--- config.mk ---
export PLATFORM = sky130hd
export DESIGN_NAME = stc_timer
export DESIGN_NICKNAME = d
export VERILOG_FILES = /design/src/stc_pkg.sv /design/src/stc_clk_div.sv /design/src/stc_sync.sv /design/src/stc_timer.sv
export VERILOG_INCLUDE_DIRS = /design/src
export SDC_FILE = /design/constraint.sdc
export NUM_CORES = 1
export LEC_CHECK = 0
export ABC_AREA = 1
export BUFFER_PORTS_ARGS = -buffer_cell sky130_fd_sc_hd__buf_2
export CELL_PAD_IN_SITES_DETAIL_PLACEMENT = 1
export CELL_PAD_IN_SITES_GLOBAL_PLACEMENT = 2
export CORE_UTILIZATION = 31
export CTS_CLUSTER_SIZE = 10
export DETAILED_ROUTE_END_ITERATION = 10
export GPL_TIMING_DRIVEN = 0
export HOLD_SLACK_MARGIN = 0.03
export PLACE_DENSITY_LB_ADDON = 0.2
export REMOVE_ABC_BUFFERS = 1
export SLEW_MARGIN = 20
export SYNTH_ARGS = -nofsm -noshare
export SYNTH_HDL_FRONTEND = slang
export SYNTH_SLANG_ARGS = --single-unit
--- constraint.sdc ---
create_clock -name pclk -period 2.5 [get_ports pclk]
set_clock_uncertainty 0.05 [all_clocks]
set_input_delay 0.125 -clock pclk [delete_from_list [all_inputs] [get_ports pclk]]
set_output_delay 0.125 -clock pclk [all_outputs]
set_load 0.02 [all_outputs]
--- src/stc_consts.svh ---
// constants of the sixteen-bit timer/counter: offsets, fields, resets, timing
// assumes inclusion by its bare name from the modules and the bench alike
`ifndef STC_CONSTS_SVH
`define STC_CONSTS_SVH

// ----------------------------------------------------------------------
// register byte offsets
// ----------------------------------------------------------------------
`define STC_OFF_CTRL 8'h00
`define STC_OFF_LOW 8'h04
`define STC_OFF_HIGH 8'h08
`define STC_OFF_STATUS 8'h0C
`define STC_OFF_MASK 8'h10
`define STC_OFF_PORT 8'h14

// ----------------------------------------------------------------------
// control field positions
// ----------------------------------------------------------------------
`define STC_BIT_WIDE 7
`define STC_BIT_TB_HI 6
`define STC_BIT_PS_HI 5
`define STC_BIT_PS_LO 4
`define STC_BIT_TB_LO 3
`define STC_BIT_SYNC 2
`define STC_BIT_SRC 1
`define STC_BIT_RUN 0

// ----------------------------------------------------------------------
// port register fields and status bit
// ----------------------------------------------------------------------
`define STC_BIT_OVF 0
`define STC_PORT_DIR_LO 0
`define STC_PORT_OUT_LO 2
`define STC_PORT_IN_LO 4

// ----------------------------------------------------------------------
// reset values and limits
// ----------------------------------------------------------------------
`define STC_RST_CTRL 8'h00
`define STC_RST_DIR 2'h3
`define STC_RST_MASK 1'b0
`define STC_COUNT_MAX 16'hFFFF
`define STC_COUNT_ZERO 16'h0000

// ----------------------------------------------------------------------
// timing: instruction clock is the system clock divided by four
// ----------------------------------------------------------------------
`define STC_PCLK_HZ 10000000
`define STC_INSTR_DIV 4

`endif

--- src/stc_pkg.sv ---
// types shared by the timer/counter modules
// assumes stc_consts.svh is on the include path
package stc_pkg;

    // ------------------------------------------------------------------
    // operating modes
    // ------------------------------------------------------------------
    typedef enum logic [1:0] {
        STC_MODE_TIMER = 2'b00,
        STC_MODE_SYNC = 2'b01,
        STC_MODE_ASYNC = 2'b10
    } stc_mode_t;

    // ------------------------------------------------------------------
    // pin drive carrier for the two oscillator-shared pins
    // ------------------------------------------------------------------
    typedef struct packed {
        logic [1:0] out;
        logic [1:0] oe;
    } stc_pins_t;

    // ------------------------------------------------------------------
    // complete state of the top module
    // ------------------------------------------------------------------
    typedef struct packed {
        logic [7:0] ctrl;
        logic [15:0] count;
        logic [7:0] hi_buf;
        logic [2:0] presc;
        logic armed;
        logic ext_prev;
        logic edge_pend;
        logic ovf_flag;
        logic ovf_mask;
        logic [1:0] port_dir;
        logic [1:0] port_out;
        logic [31:0] prdata;
        logic pready;
        logic pslverr;
        logic irq;
        stc_pins_t pins;
        logic tb_ccp1;
        logic tb_ccp2;
    } stc_state_t;

endpackage

--- src/stc_clk_div.sv ---
// clock-enable divider: one-cycle tick every DIV clocks
// assumes a single clock; DIV of at least 2
`timescale 1ns/100ps
module stc_clk_div
    import stc_pkg::*;
#(
    parameter int DIV = 4
) (
    input wire logic pclk,
    input wire logic presetn,
    output logic tick
);

    typedef struct packed {
        logic [7:0] cnt;
        logic tick;
    } stc_div_t;

    stc_div_t div_reg;
    stc_div_t div_next;

    // ------------------------------------------------------------------
    // divider
    // ------------------------------------------------------------------
    always_comb begin
        div_next = div_reg;
        div_next.tick = 1'b0;
        if (div_reg.cnt == 8'(DIV - 1)) begin
            div_next.cnt = 8'h00;
            div_next.tick = 1'b1;
        end else begin
            div_next.cnt = div_reg.cnt + 8'h01;
        end
    end

    always_ff @(posedge pclk or negedge presetn) begin
        if (!presetn) begin
            div_reg <= '0;
        end else begin
            div_reg <= div_next;
        end
    end

    assign tick = div_reg.tick;

endmodule

--- src/stc_sync.sv ---
// two-flop synchroniser for a bundle of asynchronous levels
// assumes inputs change independently; no bus coherence is given
`timescale 1ns/100ps
module stc_sync
    import stc_pkg::*;
#(
    parameter int W = 3
) (
    input wire logic pclk,
    input wire logic presetn,
    input wire logic [W-1:0] d,
    output logic [W-1:0] q
);

    typedef struct packed {
        logic [W-1:0] ff1;
        logic [W-1:0] ff2;
    } stc_sync_t;

    stc_sync_t sync_reg;
    stc_sync_t sync_next;

    // ------------------------------------------------------------------
    // two stages; only the second stage is read outside
    // ------------------------------------------------------------------
    always_comb begin
        sync_next.ff1 = d;
        sync_next.ff2 = sync_reg.ff1;
    end

    always_ff @(posedge pclk or negedge presetn) begin
        if (!presetn) begin
            sync_reg <= '0;
        end else begin
            sync_reg <= sync_next;
        end
    end

    assign q = sync_reg.ff2;

endmodule

--- src/stc_timer.sv ---
// sixteen-bit timer/counter with APB register access
// assumes an APB master on pclk; pins and oscillator arrive asynchronously
`timescale 1ns/100ps
`include "stc_consts.svh"

module stc_timer
    import stc_pkg::*;
#(
    parameter int INSTR_DIV = `STC_INSTR_DIV
) (
    input wire logic pclk,
    input wire logic presetn,
    input wire logic psel,
    input wire logic penable,
    input wire logic pwrite,
    input wire logic [7:0] paddr,
    input wire logic [31:0] pwdata,
    output logic [31:0] prdata,
    output logic pready,
    output logic pslverr,
    output logic irq,
    input wire logic [1:0] pin_in,
    input wire logic osc_clk_in,
    input wire logic companion_osc_enable,
    input wire logic ccp1_special_trigger,
    input wire logic ccp2_special_trigger,
    output stc_pins_t pin_drive,
    output logic [15:0] count_value,
    output logic ccp1_timebase_this,
    output logic ccp2_timebase_this
);

    stc_state_t st_reg;
    stc_state_t st_next;

    logic instr_tick;
    logic [2:0] async_in;
    logic [2:0] sync_in;

    // ------------------------------------------------------------------
    // instruction clock enable and input synchronisers
    // ------------------------------------------------------------------
    stc_clk_div #(
        .DIV(INSTR_DIV)
    ) i_stc_clk_div (
        .pclk(pclk),
        .presetn(presetn),
        .tick(instr_tick)
    );

    assign async_in = {osc_clk_in, pin_in};

    stc_sync #(
        .W(3)
    ) i_stc_sync (
        .pclk(pclk),
        .presetn(presetn),
        .d(async_in),
        .q(sync_in)
    );

    // ------------------------------------------------------------------
    // next-state logic
    // ------------------------------------------------------------------
    always_comb begin
        logic ext_lvl;
        logic rise;
        logic fall;
        logic cnt_evt;
        logic inc;
        logic ovf_set;
        logic trig;
        logic setup;
        logic wr;
        logic wide;
        logic [2:0] ps_mask;
        logic [1:0] tb;
        logic [1:0] pin_rd;
        stc_mode_t mode;

        st_next = st_reg;
        ext_lvl = 1'b0;
        rise = 1'b0;
        fall = 1'b0;
        cnt_evt = 1'b0;
        inc = 1'b0;
        ovf_set = 1'b0;
        trig = 1'b0;
        ps_mask = 3'h0;
        tb = 2'h0;
        pin_rd = 2'h0;
        mode = STC_MODE_TIMER;
        setup = psel && !penable;
        wr = psel && penable && pwrite && st_reg.pready;
        wide = st_reg.ctrl[`STC_BIT_WIDE];

        // external source: oscillator when enabled, else the count pin
        ext_lvl = companion_osc_enable ? sync_in[2] : sync_in[0];
        rise = ext_lvl && !st_reg.ext_prev;
        fall = !ext_lvl && st_reg.ext_prev;
        st_next.ext_prev = ext_lvl;

        case ({st_reg.ctrl[`STC_BIT_SRC], st_reg.ctrl[`STC_BIT_SYNC]})
            2'b00, 2'b01: mode = STC_MODE_TIMER;
            2'b10: mode = STC_MODE_SYNC;
            2'b11: mode = STC_MODE_ASYNC;
            default: mode = STC_MODE_TIMER;
        endcase

        // armed only after a falling edge once external is chosen
        if (mode == STC_MODE_TIMER) begin
            st_next.armed = 1'b0;
        end else if (fall) begin
            st_next.armed = 1'b1;
        end

        case (mode)
            STC_MODE_TIMER: begin
                cnt_evt = instr_tick;
                st_next.edge_pend = 1'b0;
            end
            STC_MODE_SYNC: begin
                // edge held until the next instruction cycle boundary
                if (instr_tick) begin
                    cnt_evt = st_reg.edge_pend || (rise && st_reg.armed);
                    st_next.edge_pend = 1'b0;
                end else if (rise && st_reg.armed) begin
                    st_next.edge_pend = 1'b1;
                end
            end
            STC_MODE_ASYNC: begin
                cnt_evt = rise && st_reg.armed;
                st_next.edge_pend = 1'b0;
            end
            default: begin
                cnt_evt = 1'b0;
                st_next.edge_pend = 1'b0;
            end
        endcase

        // prescaler: ratio 1, 2, 4 or 8
        case (st_reg.ctrl[`STC_BIT_PS_HI:`STC_BIT_PS_LO])
            2'b00: ps_mask = 3'h0;
            2'b01: ps_mask = 3'h1;
            2'b10: ps_mask = 3'h3;
            2'b11: ps_mask = 3'h7;
            default: ps_mask = 3'h0;
        endcase

        if (st_reg.ctrl[`STC_BIT_RUN] && cnt_evt) begin
            if (st_reg.presc >= ps_mask) begin
                st_next.presc = 3'h0;
                inc = 1'b1;
            end else begin
                st_next.presc = st_reg.presc + 3'h1;
            end
        end

        if (inc) begin
            st_next.count = st_reg.count + 16'h0001;
            ovf_set = (st_reg.count == `STC_COUNT_MAX);
        end

        // time base selection: 1x both units, 01 unit two only
        tb = {st_reg.ctrl[`STC_BIT_TB_HI], st_reg.ctrl[`STC_BIT_TB_LO]};
        st_next.tb_ccp1 = tb[1];
        st_next.tb_ccp2 = tb[1] || tb[0];

        // reset may fail unsynchronised, so the trigger is ignored there
        trig = ((ccp1_special_trigger && st_reg.tb_ccp1)
            || (ccp2_special_trigger && st_reg.tb_ccp2))
            && (mode != STC_MODE_ASYNC);
        if (trig) begin
            st_next.count = `STC_COUNT_ZERO;
            ovf_set = 1'b0;
        end

        // ----------------------------------------------------------------
        // register reads, taken in the setup cycle
        // ----------------------------------------------------------------
        pin_rd = companion_osc_enable ? 2'h0 : sync_in[1:0];
        st_next.pready = setup;
        st_next.pslverr = 1'b0;
        if (setup) begin
            st_next.prdata = 32'h0000_0000;
            case (paddr)
                `STC_OFF_CTRL: st_next.prdata[7:0] = st_reg.ctrl;
                `STC_OFF_LOW: begin
                    st_next.prdata[7:0] = st_reg.count[7:0];
                    if (wide && !pwrite) begin
                        st_next.hi_buf = st_reg.count[15:8];
                    end
                end
                `STC_OFF_HIGH: begin
                    st_next.prdata[7:0] = wide ? st_reg.hi_buf : st_reg.count[15:8];
                end
                `STC_OFF_STATUS: st_next.prdata[`STC_BIT_OVF] = st_reg.ovf_flag;
                `STC_OFF_MASK: st_next.prdata[`STC_BIT_OVF] = st_reg.ovf_mask;
                `STC_OFF_PORT: begin
                    st_next.prdata[`STC_PORT_DIR_LO +: 2] = st_reg.port_dir;
                    st_next.prdata[`STC_PORT_OUT_LO +: 2] = st_reg.port_out;
                    st_next.prdata[`STC_PORT_IN_LO +: 2] = pin_rd;
                end
                default: st_next.pslverr = 1'b1;
            endcase
        end

        // ----------------------------------------------------------------
        // register writes, taken at the completing access edge
        // ----------------------------------------------------------------
        if (wr) begin
            case (paddr)
                `STC_OFF_CTRL: st_next.ctrl = pwdata[7:0];
                `STC_OFF_LOW: begin
                    // a write overrides a coincident trigger
                    if (wide) begin
                        st_next.count = {st_reg.hi_buf, pwdata[7:0]};
                    end else begin
                        st_next.count = {st_reg.count[15:8], pwdata[7:0]};
                    end
                    st_next.presc = 3'h0;
                end
                `STC_OFF_HIGH: begin
                    if (wide) begin
                        st_next.hi_buf = pwdata[7:0];
                    end else begin
                        st_next.count = {pwdata[7:0], st_reg.count[7:0]};
                    end
                end
                `STC_OFF_MASK: st_next.ovf_mask = pwdata[`STC_BIT_OVF];
                `STC_OFF_PORT: begin
                    st_next.port_dir = pwdata[`STC_PORT_DIR_LO +: 2];
                    st_next.port_out = pwdata[`STC_PORT_OUT_LO +: 2];
                end
                default: st_next.ovf_mask = st_next.ovf_mask;
            endcase
        end

        // sticky flag: a new overflow wins over a write-one clear
        if (wr && paddr == `STC_OFF_STATUS && pwdata[`STC_BIT_OVF]) begin
            st_next.ovf_flag = 1'b0;
        end
        if (ovf_set) begin
            st_next.ovf_flag = 1'b1;
        end
        st_next.irq = st_next.ovf_flag && st_next.ovf_mask;

        // direction bit one means input, as does an enabled oscillator
        st_next.pins.out = st_next.port_out;
        st_next.pins.oe = ~st_next.port_dir & ~{2{companion_osc_enable}};
    end

    // ------------------------------------------------------------------
    // state register
    // ------------------------------------------------------------------
    always_ff @(posedge pclk or negedge presetn) begin
        if (!presetn) begin
            st_reg <= '0;
            st_reg.ctrl <= `STC_RST_CTRL;
            st_reg.port_dir <= `STC_RST_DIR;
            st_reg.ovf_mask <= `STC_RST_MASK;
        end else begin
            st_reg <= st_next;
        end
    end

    // ------------------------------------------------------------------
    // outputs, all straight from the state register
    // ------------------------------------------------------------------
    assign prdata = st_reg.prdata;
    assign pready = st_reg.pready;
    assign pslverr = st_reg.pslverr;
    assign irq = st_reg.irq;
    assign pin_drive = st_reg.pins;
    assign count_value = st_reg.count;
    assign ccp1_timebase_this = st_reg.tb_ccp1;
    assign ccp2_timebase_this = st_reg.tb_ccp2;

endmodule

=== After elaboration in Yosys (flattened, before gate mapping) ===
Cells that the tools add are included.
Widths: inputs -> output; s select.

* $add $sub $neg: 3
* Magnitude comparators: 1
* Equal/unequal tests: 19
* Mux-type cells: 42
* Bitwise operators: 3
* Reduce and logical (&&, ||, !) cells: 31

{| class="wikitable"
|+ Operators with widths
! kind !! number
|-
| $mux 16 || 4
|-
| $mux 8 || 7
|-
| $pmux 16 s2 || 1
|-
| $mux 27 || 1
|-
| $pmux 5 s4 || 1
|-
| $mux 1 || 17
|-
| $add 16x1->16 const B || 1
|-
| $eq 16x16->1 const B || 1
|-
| $eq 8x4->1 const B || 2
|-
| $eq 8x5->1 const B || 2
|-
| $logic_and 1x1->1 || 15
|-
| $pmux 2 s3 || 2
|-
| $pmux 3 s4 || 1
|-
| $eq 2x2->1 const B || 5
|-
| $mux 3 || 3
|-
| $add 8x1->8 const B || 1
|-
| $eq 8x2->1 const B || 1
|-
| $eq 8x3->1 const B || 1
|-
| $logic_not 8->1 || 1
|-
| $eq 2x1->1 const B || 3
|-
| $logic_not 2->1 || 3
|-
| $ne 3x3->1 const B || 2
|-
| $pmux 1 s6 || 1
|-
| $reduce_or 6->1 || 1
|-
| 15 further kinds || 22
|}

* Flip-flop bits (word level): 74
* Bits of input ports: 51
* Logic and storage cells: 122

=== Longest topological paths before layout ===
* Depth after elaboration: 13
* Depth in mapped cells: 15

=== Modules after synthesis ===
Synthesis repeated with hierarchy kept, for this count alone.

* Cells, all modules: 556
* Area total of the unflattened synthesis: 4,503.1 µm²

{| class="wikitable"
|+ Modules (own cells, without submodules)
! module !! times used !! cells an instance !! area each (µm²) !! seq. area each (µm²)
|-
| stc_timer || 1 || 499 || 3,938.8 || 1,478.9
|-
| stc_clk_div || 1 || 51 || 414.1 || 225.2
|-
| stc_sync || 1 || 6 || 150.1 || 150.1
|}

=== Worst setup path after synthesis ===
No wires, ideal clock.

* Path kind: register to register
* Start: reg st_reg[82] (netlist name)
* End: reg st_reg (netlist bit count_value[2])
* Setup time: 0.131 ns
* Arrival time: 1.837 ns
* Required time: 2.319 ns
* Slack: 0.483 ns
* Stages on the path, launching flop included: 14
* Buffers on the path: 1
* Clock period less this slack: 2.017 ns
* Path through: dfrtp_1 -> or2_2 -> ha_1 -> inv_1 -> nand2_1 -> a21o_1 -> nand2_1 -> nand2_1 -> nand3_2 -> buf_2 -> nor2_1 -> o21ai_0 -> nand2_1 -> o211ai_1

* Cells in the longest elaborated chain, start to end: 10
* Elaborated cells between the ends (all ways): 13

{| class="wikitable"
|+ Ends and longest elaborated chain
! item !! line !! source
|-
| start: declaration || stc_timer.sv:33 || <nowiki>stc_state_t st_reg;</nowiki>
|-
| start signal: assignment || stc_timer.sv:263 || <nowiki>st_reg <= st_next;</nowiki>
|-
| $eq 2x2->1, or another cell as far along || stc_timer.sv:142 || <nowiki>case (st_reg.ctrl[`STC_BIT_PS_HI:`STC_BIT_PS_LO])</nowiki>
|-
| $pmux 3 s4 * || stc_timer.sv:142 ||
|-
| $ge 3x3->1 * || stc_timer.sv:151 || <nowiki>if (st_reg.presc >= ps_mask) begin</nowiki>
|-
| $mux 1 * || stc_timer.sv:151 ||
|-
| $mux 1 * || stc_timer.sv:150 || <nowiki>if (st_reg.ctrl[`STC_BIT_RUN] && cnt_evt) begin</nowiki>
|-
| $mux 16 * || stc_timer.sv:159 || <nowiki>if (inc) begin</nowiki>
|-
| $mux 16 * || stc_timer.sv:173 || <nowiki>if (trig) begin</nowiki>
|-
| $mux 16 || stc_timer.sv:224 || <nowiki>if (wide) begin</nowiki>
|-
| $pmux 16 s2 || stc_timer.sv:212 || <nowiki>case (paddr)</nowiki>
|-
| $mux 27 * || stc_timer.sv:211 || <nowiki>if (wr) begin</nowiki>
|}

Every way passes the cells marked *; elsewhere a longest branch is shown, timed or not. The select of a mux whose other input is x is not followed.
A chain may end at the register's enable or synchronous reset.

=== Final worst setup path ===
* Start: reg st_reg[82] (netlist name)
* End: reg st_reg (netlist bit count_value[10])

Same word-level chain as after synthesis.

==> run metrics <==
Max Root-Sink Buffers 2; hold path endpoint count_value[0]; pwr dens 595 mW/mm2; portion of netlist area occupied by mux cells 0.229%; Gate power share 11.8%; Worst slew margin between 40% and 50%; first-pass GRT wire length 21200 um; largest family of logic cells by synthesized area simple AND/OR/NAND/NOR gates; startpoint type of the worst setup path flop; core footprint roughly 0.014 mm2; grt ovf 0; sequential share of power between 40% and 50%; Hold Startpoint pwdata[0]; I/O pins around 110; fin crit share around 93%; grt met3 use under 10%; most repeated library cell on the critical path nand2_1; worst-margin pin slew 768 ps; Adder-Cell Fraction of Synth Area under 10%; compound-cell area share of the yosys netlist about 16%; post-synthesis sequential area ratio 42.4%; status finished, final reports clean; crit path max fanout 4; Final WS setup between 150 and 200 ps; Num CTS Buffers 9; Antenna Nets Post-Route 0; # fillers roughly 1700; fin nets 648; DP Worst Slack -108 ps; Final Hold Fails 0; Post-synth top flop dfrtp_1; FF/Latch Area roughly 0.0019 mm2; clock share of power between 40% and 50%; largest area contributor in the netlist dfrtp_1; top cell type's share of synthesized area around 41%; crit-path max cell delay roughly 410 ps; worst-skew pair later-pin latency 350 ps; critical path's slowest cell dfrtp_1; Max VDD drop roughly 260 uV; count of flip-flops with a built-in enable after synthesis 0; unrepaired setup endpoints after global routing no; layout cell share with drive strength beyond 1 between 15 and 20%; Max-Cap Viols 0; Switch Pwr 0.856 mW; DRC errors left 0; FP Rows between 40 and 50; clock tree sinks 74; Final setup violation count 0; Synth Instances between 500 and 600; syn_area_per_cell approximately 8 um2; largest net degree at the start of global routing 42; HPWL after DPL 9840 um; Starting Density between 30% and 40%; Synth Area in XOR/XNOR under 10%; initial DRC count 185; post-synthesis simple-gate area fraction 21.3%; DR pass1 iterations 4; Register-to-Register Path Depth 14; Netlist Area Pre-Place 0.00437 mm2; GRT Util Overall between 10% and 20%; yosys warns 0; worst reg2reg endpoint count_value[10]; Worst setup EP type flop; Final Max Slew Viols 0; R2R setup slack 170 ps; post-layout util a little over a third; die height roughly 120 um; met1 Resource Use GR between 20% and 30%; die footprint between 0.01 and 0.015 mm2; critical-path cell list or2_2, ha_1, inv_1, nand2_1, a21o_1, nand2_1, nand2_2, nand3_4, nor3_4, buf_4, nand2_1, nand2_1, nand3_1, a21oi_1; CP Class reg2reg; Fmax between 400 and 500 MHz; # diodes 0; post-DR wirelength/cell ~17 um; #FFs+latches synth 74; Layout area overhead 14.2%; final setup TNS 0 ps; max reg flops 25; Arrival @ worst endpoint about 2600 ps; hold depth 3; die width around 120 um; layer with the highest usage met2; clock tree root driver cell clkbuf_16; Vias/cell approximately 4.9; Vias 3778; Clock Pin Slew Worst Setup and Hold Paths 60 ps; Tmin final ~2300 ps; CTS tree yes; Hold WC Path Type in2reg; htree depth 3; vias in the first global route 3883; Net Sw Frac between 20% and 30%; PortBufs 59; post-synthesis cell type count 51; largest cells by area after synthesis dfrtp_1, buf_4, nand2_1; multi-input logic area about 0.0019 mm2; GPL Wtd Cong approximately 0.81; Post-synth ARST share between 90% and 100%; Critical Path RT 2720 ps; GR Util met2 32.1%; RR Startpoint st_reg[82]; internal power 2.11 mW; Post-Route WL approximately 13000 um; initial antenna violation count 0; Pleak about 2.4 nW
-- cells in the mapped netlist (all sizes together) (2+ instances only) --
library cell and count:
dfstp 2, nand4 5, xor2 5, ha 6, a31oi 4, nand2 102
dfrtp 72, a22oi 3, nor2 47, buf 58, nor3b 2, a211oi 4
a21oi 21, inv 78, a221oi 7, nor4 3, or2 2, o22ai 11
nor3 17, clkbuf 5, nand3 21, o211ai 2, o21ai 59
-- worst max path at each step --
stage	endpoint	from	depth (start not counted)
global route	st_reg[59]	st_reg[84]	7
global placement	irq	st_reg[82]	12
detailed placement	count_value[8]	st_reg[82]	13
floorplan	count_value[8]	st_reg[82]	13
CTS	irq	st_reg[82]	12
finish	count_value[10]	st_reg[82]	14
-- layer usage --
layer / up-vias / routed length (um)
li1: 1821 / -
met1: 1863 / 6260
met2: 80 / 6340
met3: 14 / 459
met4: 0 / 220
met5: - / 0
-- timing repair --
action | 4_1_cts | 5_1_grt
buffers inserted | 0 | 3
endpoints found under the setup margin | 8 | 9
gates resized for setup | 3 | 3
pin swaps | 0 | 2
endpoints found under the hold margin | 40 | 0
hold buffers | 9 | 0
-- power by group through the flow --
stage | clock network [mW] | registers, mW | logic [mW]
CTS | 1.37 | 1.29 | 0.354
detailed placement | 0 | 1.31 | 0.340
floorplan | 0 | 1.34 | 0.151
global route | 1.41 | 1.30 | 0.393
global placement | 0 | 1.31 | 0.327
finish | 1.33 | 1.29 | 0.350
-- kinds of logic after synthesis --
group,after synthesis
other cells,1
mux,1
simple gates,200
compound gates,120
buf+inv,141
flops,74
xor+xnor,5
fa+ha+maj,6
-- placed cells by master, fill, tap and decap left out, types with 2 or more instances in the layout --
cell type / synthesis / final
conb_1: 1 / 24
clkbuf_16: 0 / 9
a31oi_1: 4 / 4
o21ai_0: 56 / 56
a22oi_1: 2 / 2
inv_2: 5 / 4
nor4_1: 3 / 3
nor3_4: 2 / 3
dfrtp_1: 72 / 72
xor2_1: 5 / 5
nand2_2: 3 / 4
dfstp_2: 2 / 2
nor3_2: 3 / 2
nor3_1: 12 / 12
nand3_1: 20 / 19
a211oi_1: 4 / 4
o22ai_1: 11 / 11
nand2_1: 99 / 98
o21ai_1: 3 / 3
or2_2: 2 / 2
nand4_1: 4 / 4
dlygate4sd3_1: 0 / 9
a221oi_1: 7 / 7
o211ai_1: 2 / 2
inv_1: 73 / 73
buf_4: 53 / 4
clkinvlp_4: 0 / 3
buf_2: 2 / 58
a21oi_1: 20 / 20
nor2_1: 40 / 40
nor2_4: 1 / 2
ha_1: 6 / 6
nor2_2: 5 / 4
-- final cells by class --
type	count	area share, %
Multi-Input combinational cell	356	37.7
Sequential cell	74	37.1
Timing Repair Buffer	72	8.77
Inverter	78	5.91
Clock buffer	10	4.59
Tap cell	180	4.51
Clock inverter	6	1.33
-- worst max-delay path: cells and delay by family (launching register included) --
family	cells	cell delay, ps
AND/OR/NAND/NOR	9	1060
AO/OA/AOI/OAI	2	230
flip-flops	1	410
adder cells (fa/ha/maj)	1	280
buffers and inverters	2	200
-- stage by stage --
step / instances / total power [mW] / hold slack [ps] / instance area, um2
final: 776 / 2.97 / 52.8 / 4990
after global routing: 776 / 3.10 / 57.7 / 4990
after CTS: 773 / 3.01 / 40.7 / 4960
after floorplan: 508 / 1.49 / -221 / 4010
after detailed placement: 748 / 1.65 / 72.0 / 4560
after global placement: 747 / 1.64 / 184 / 4530
No activity file was read; power rests on OpenSTA's default activity.
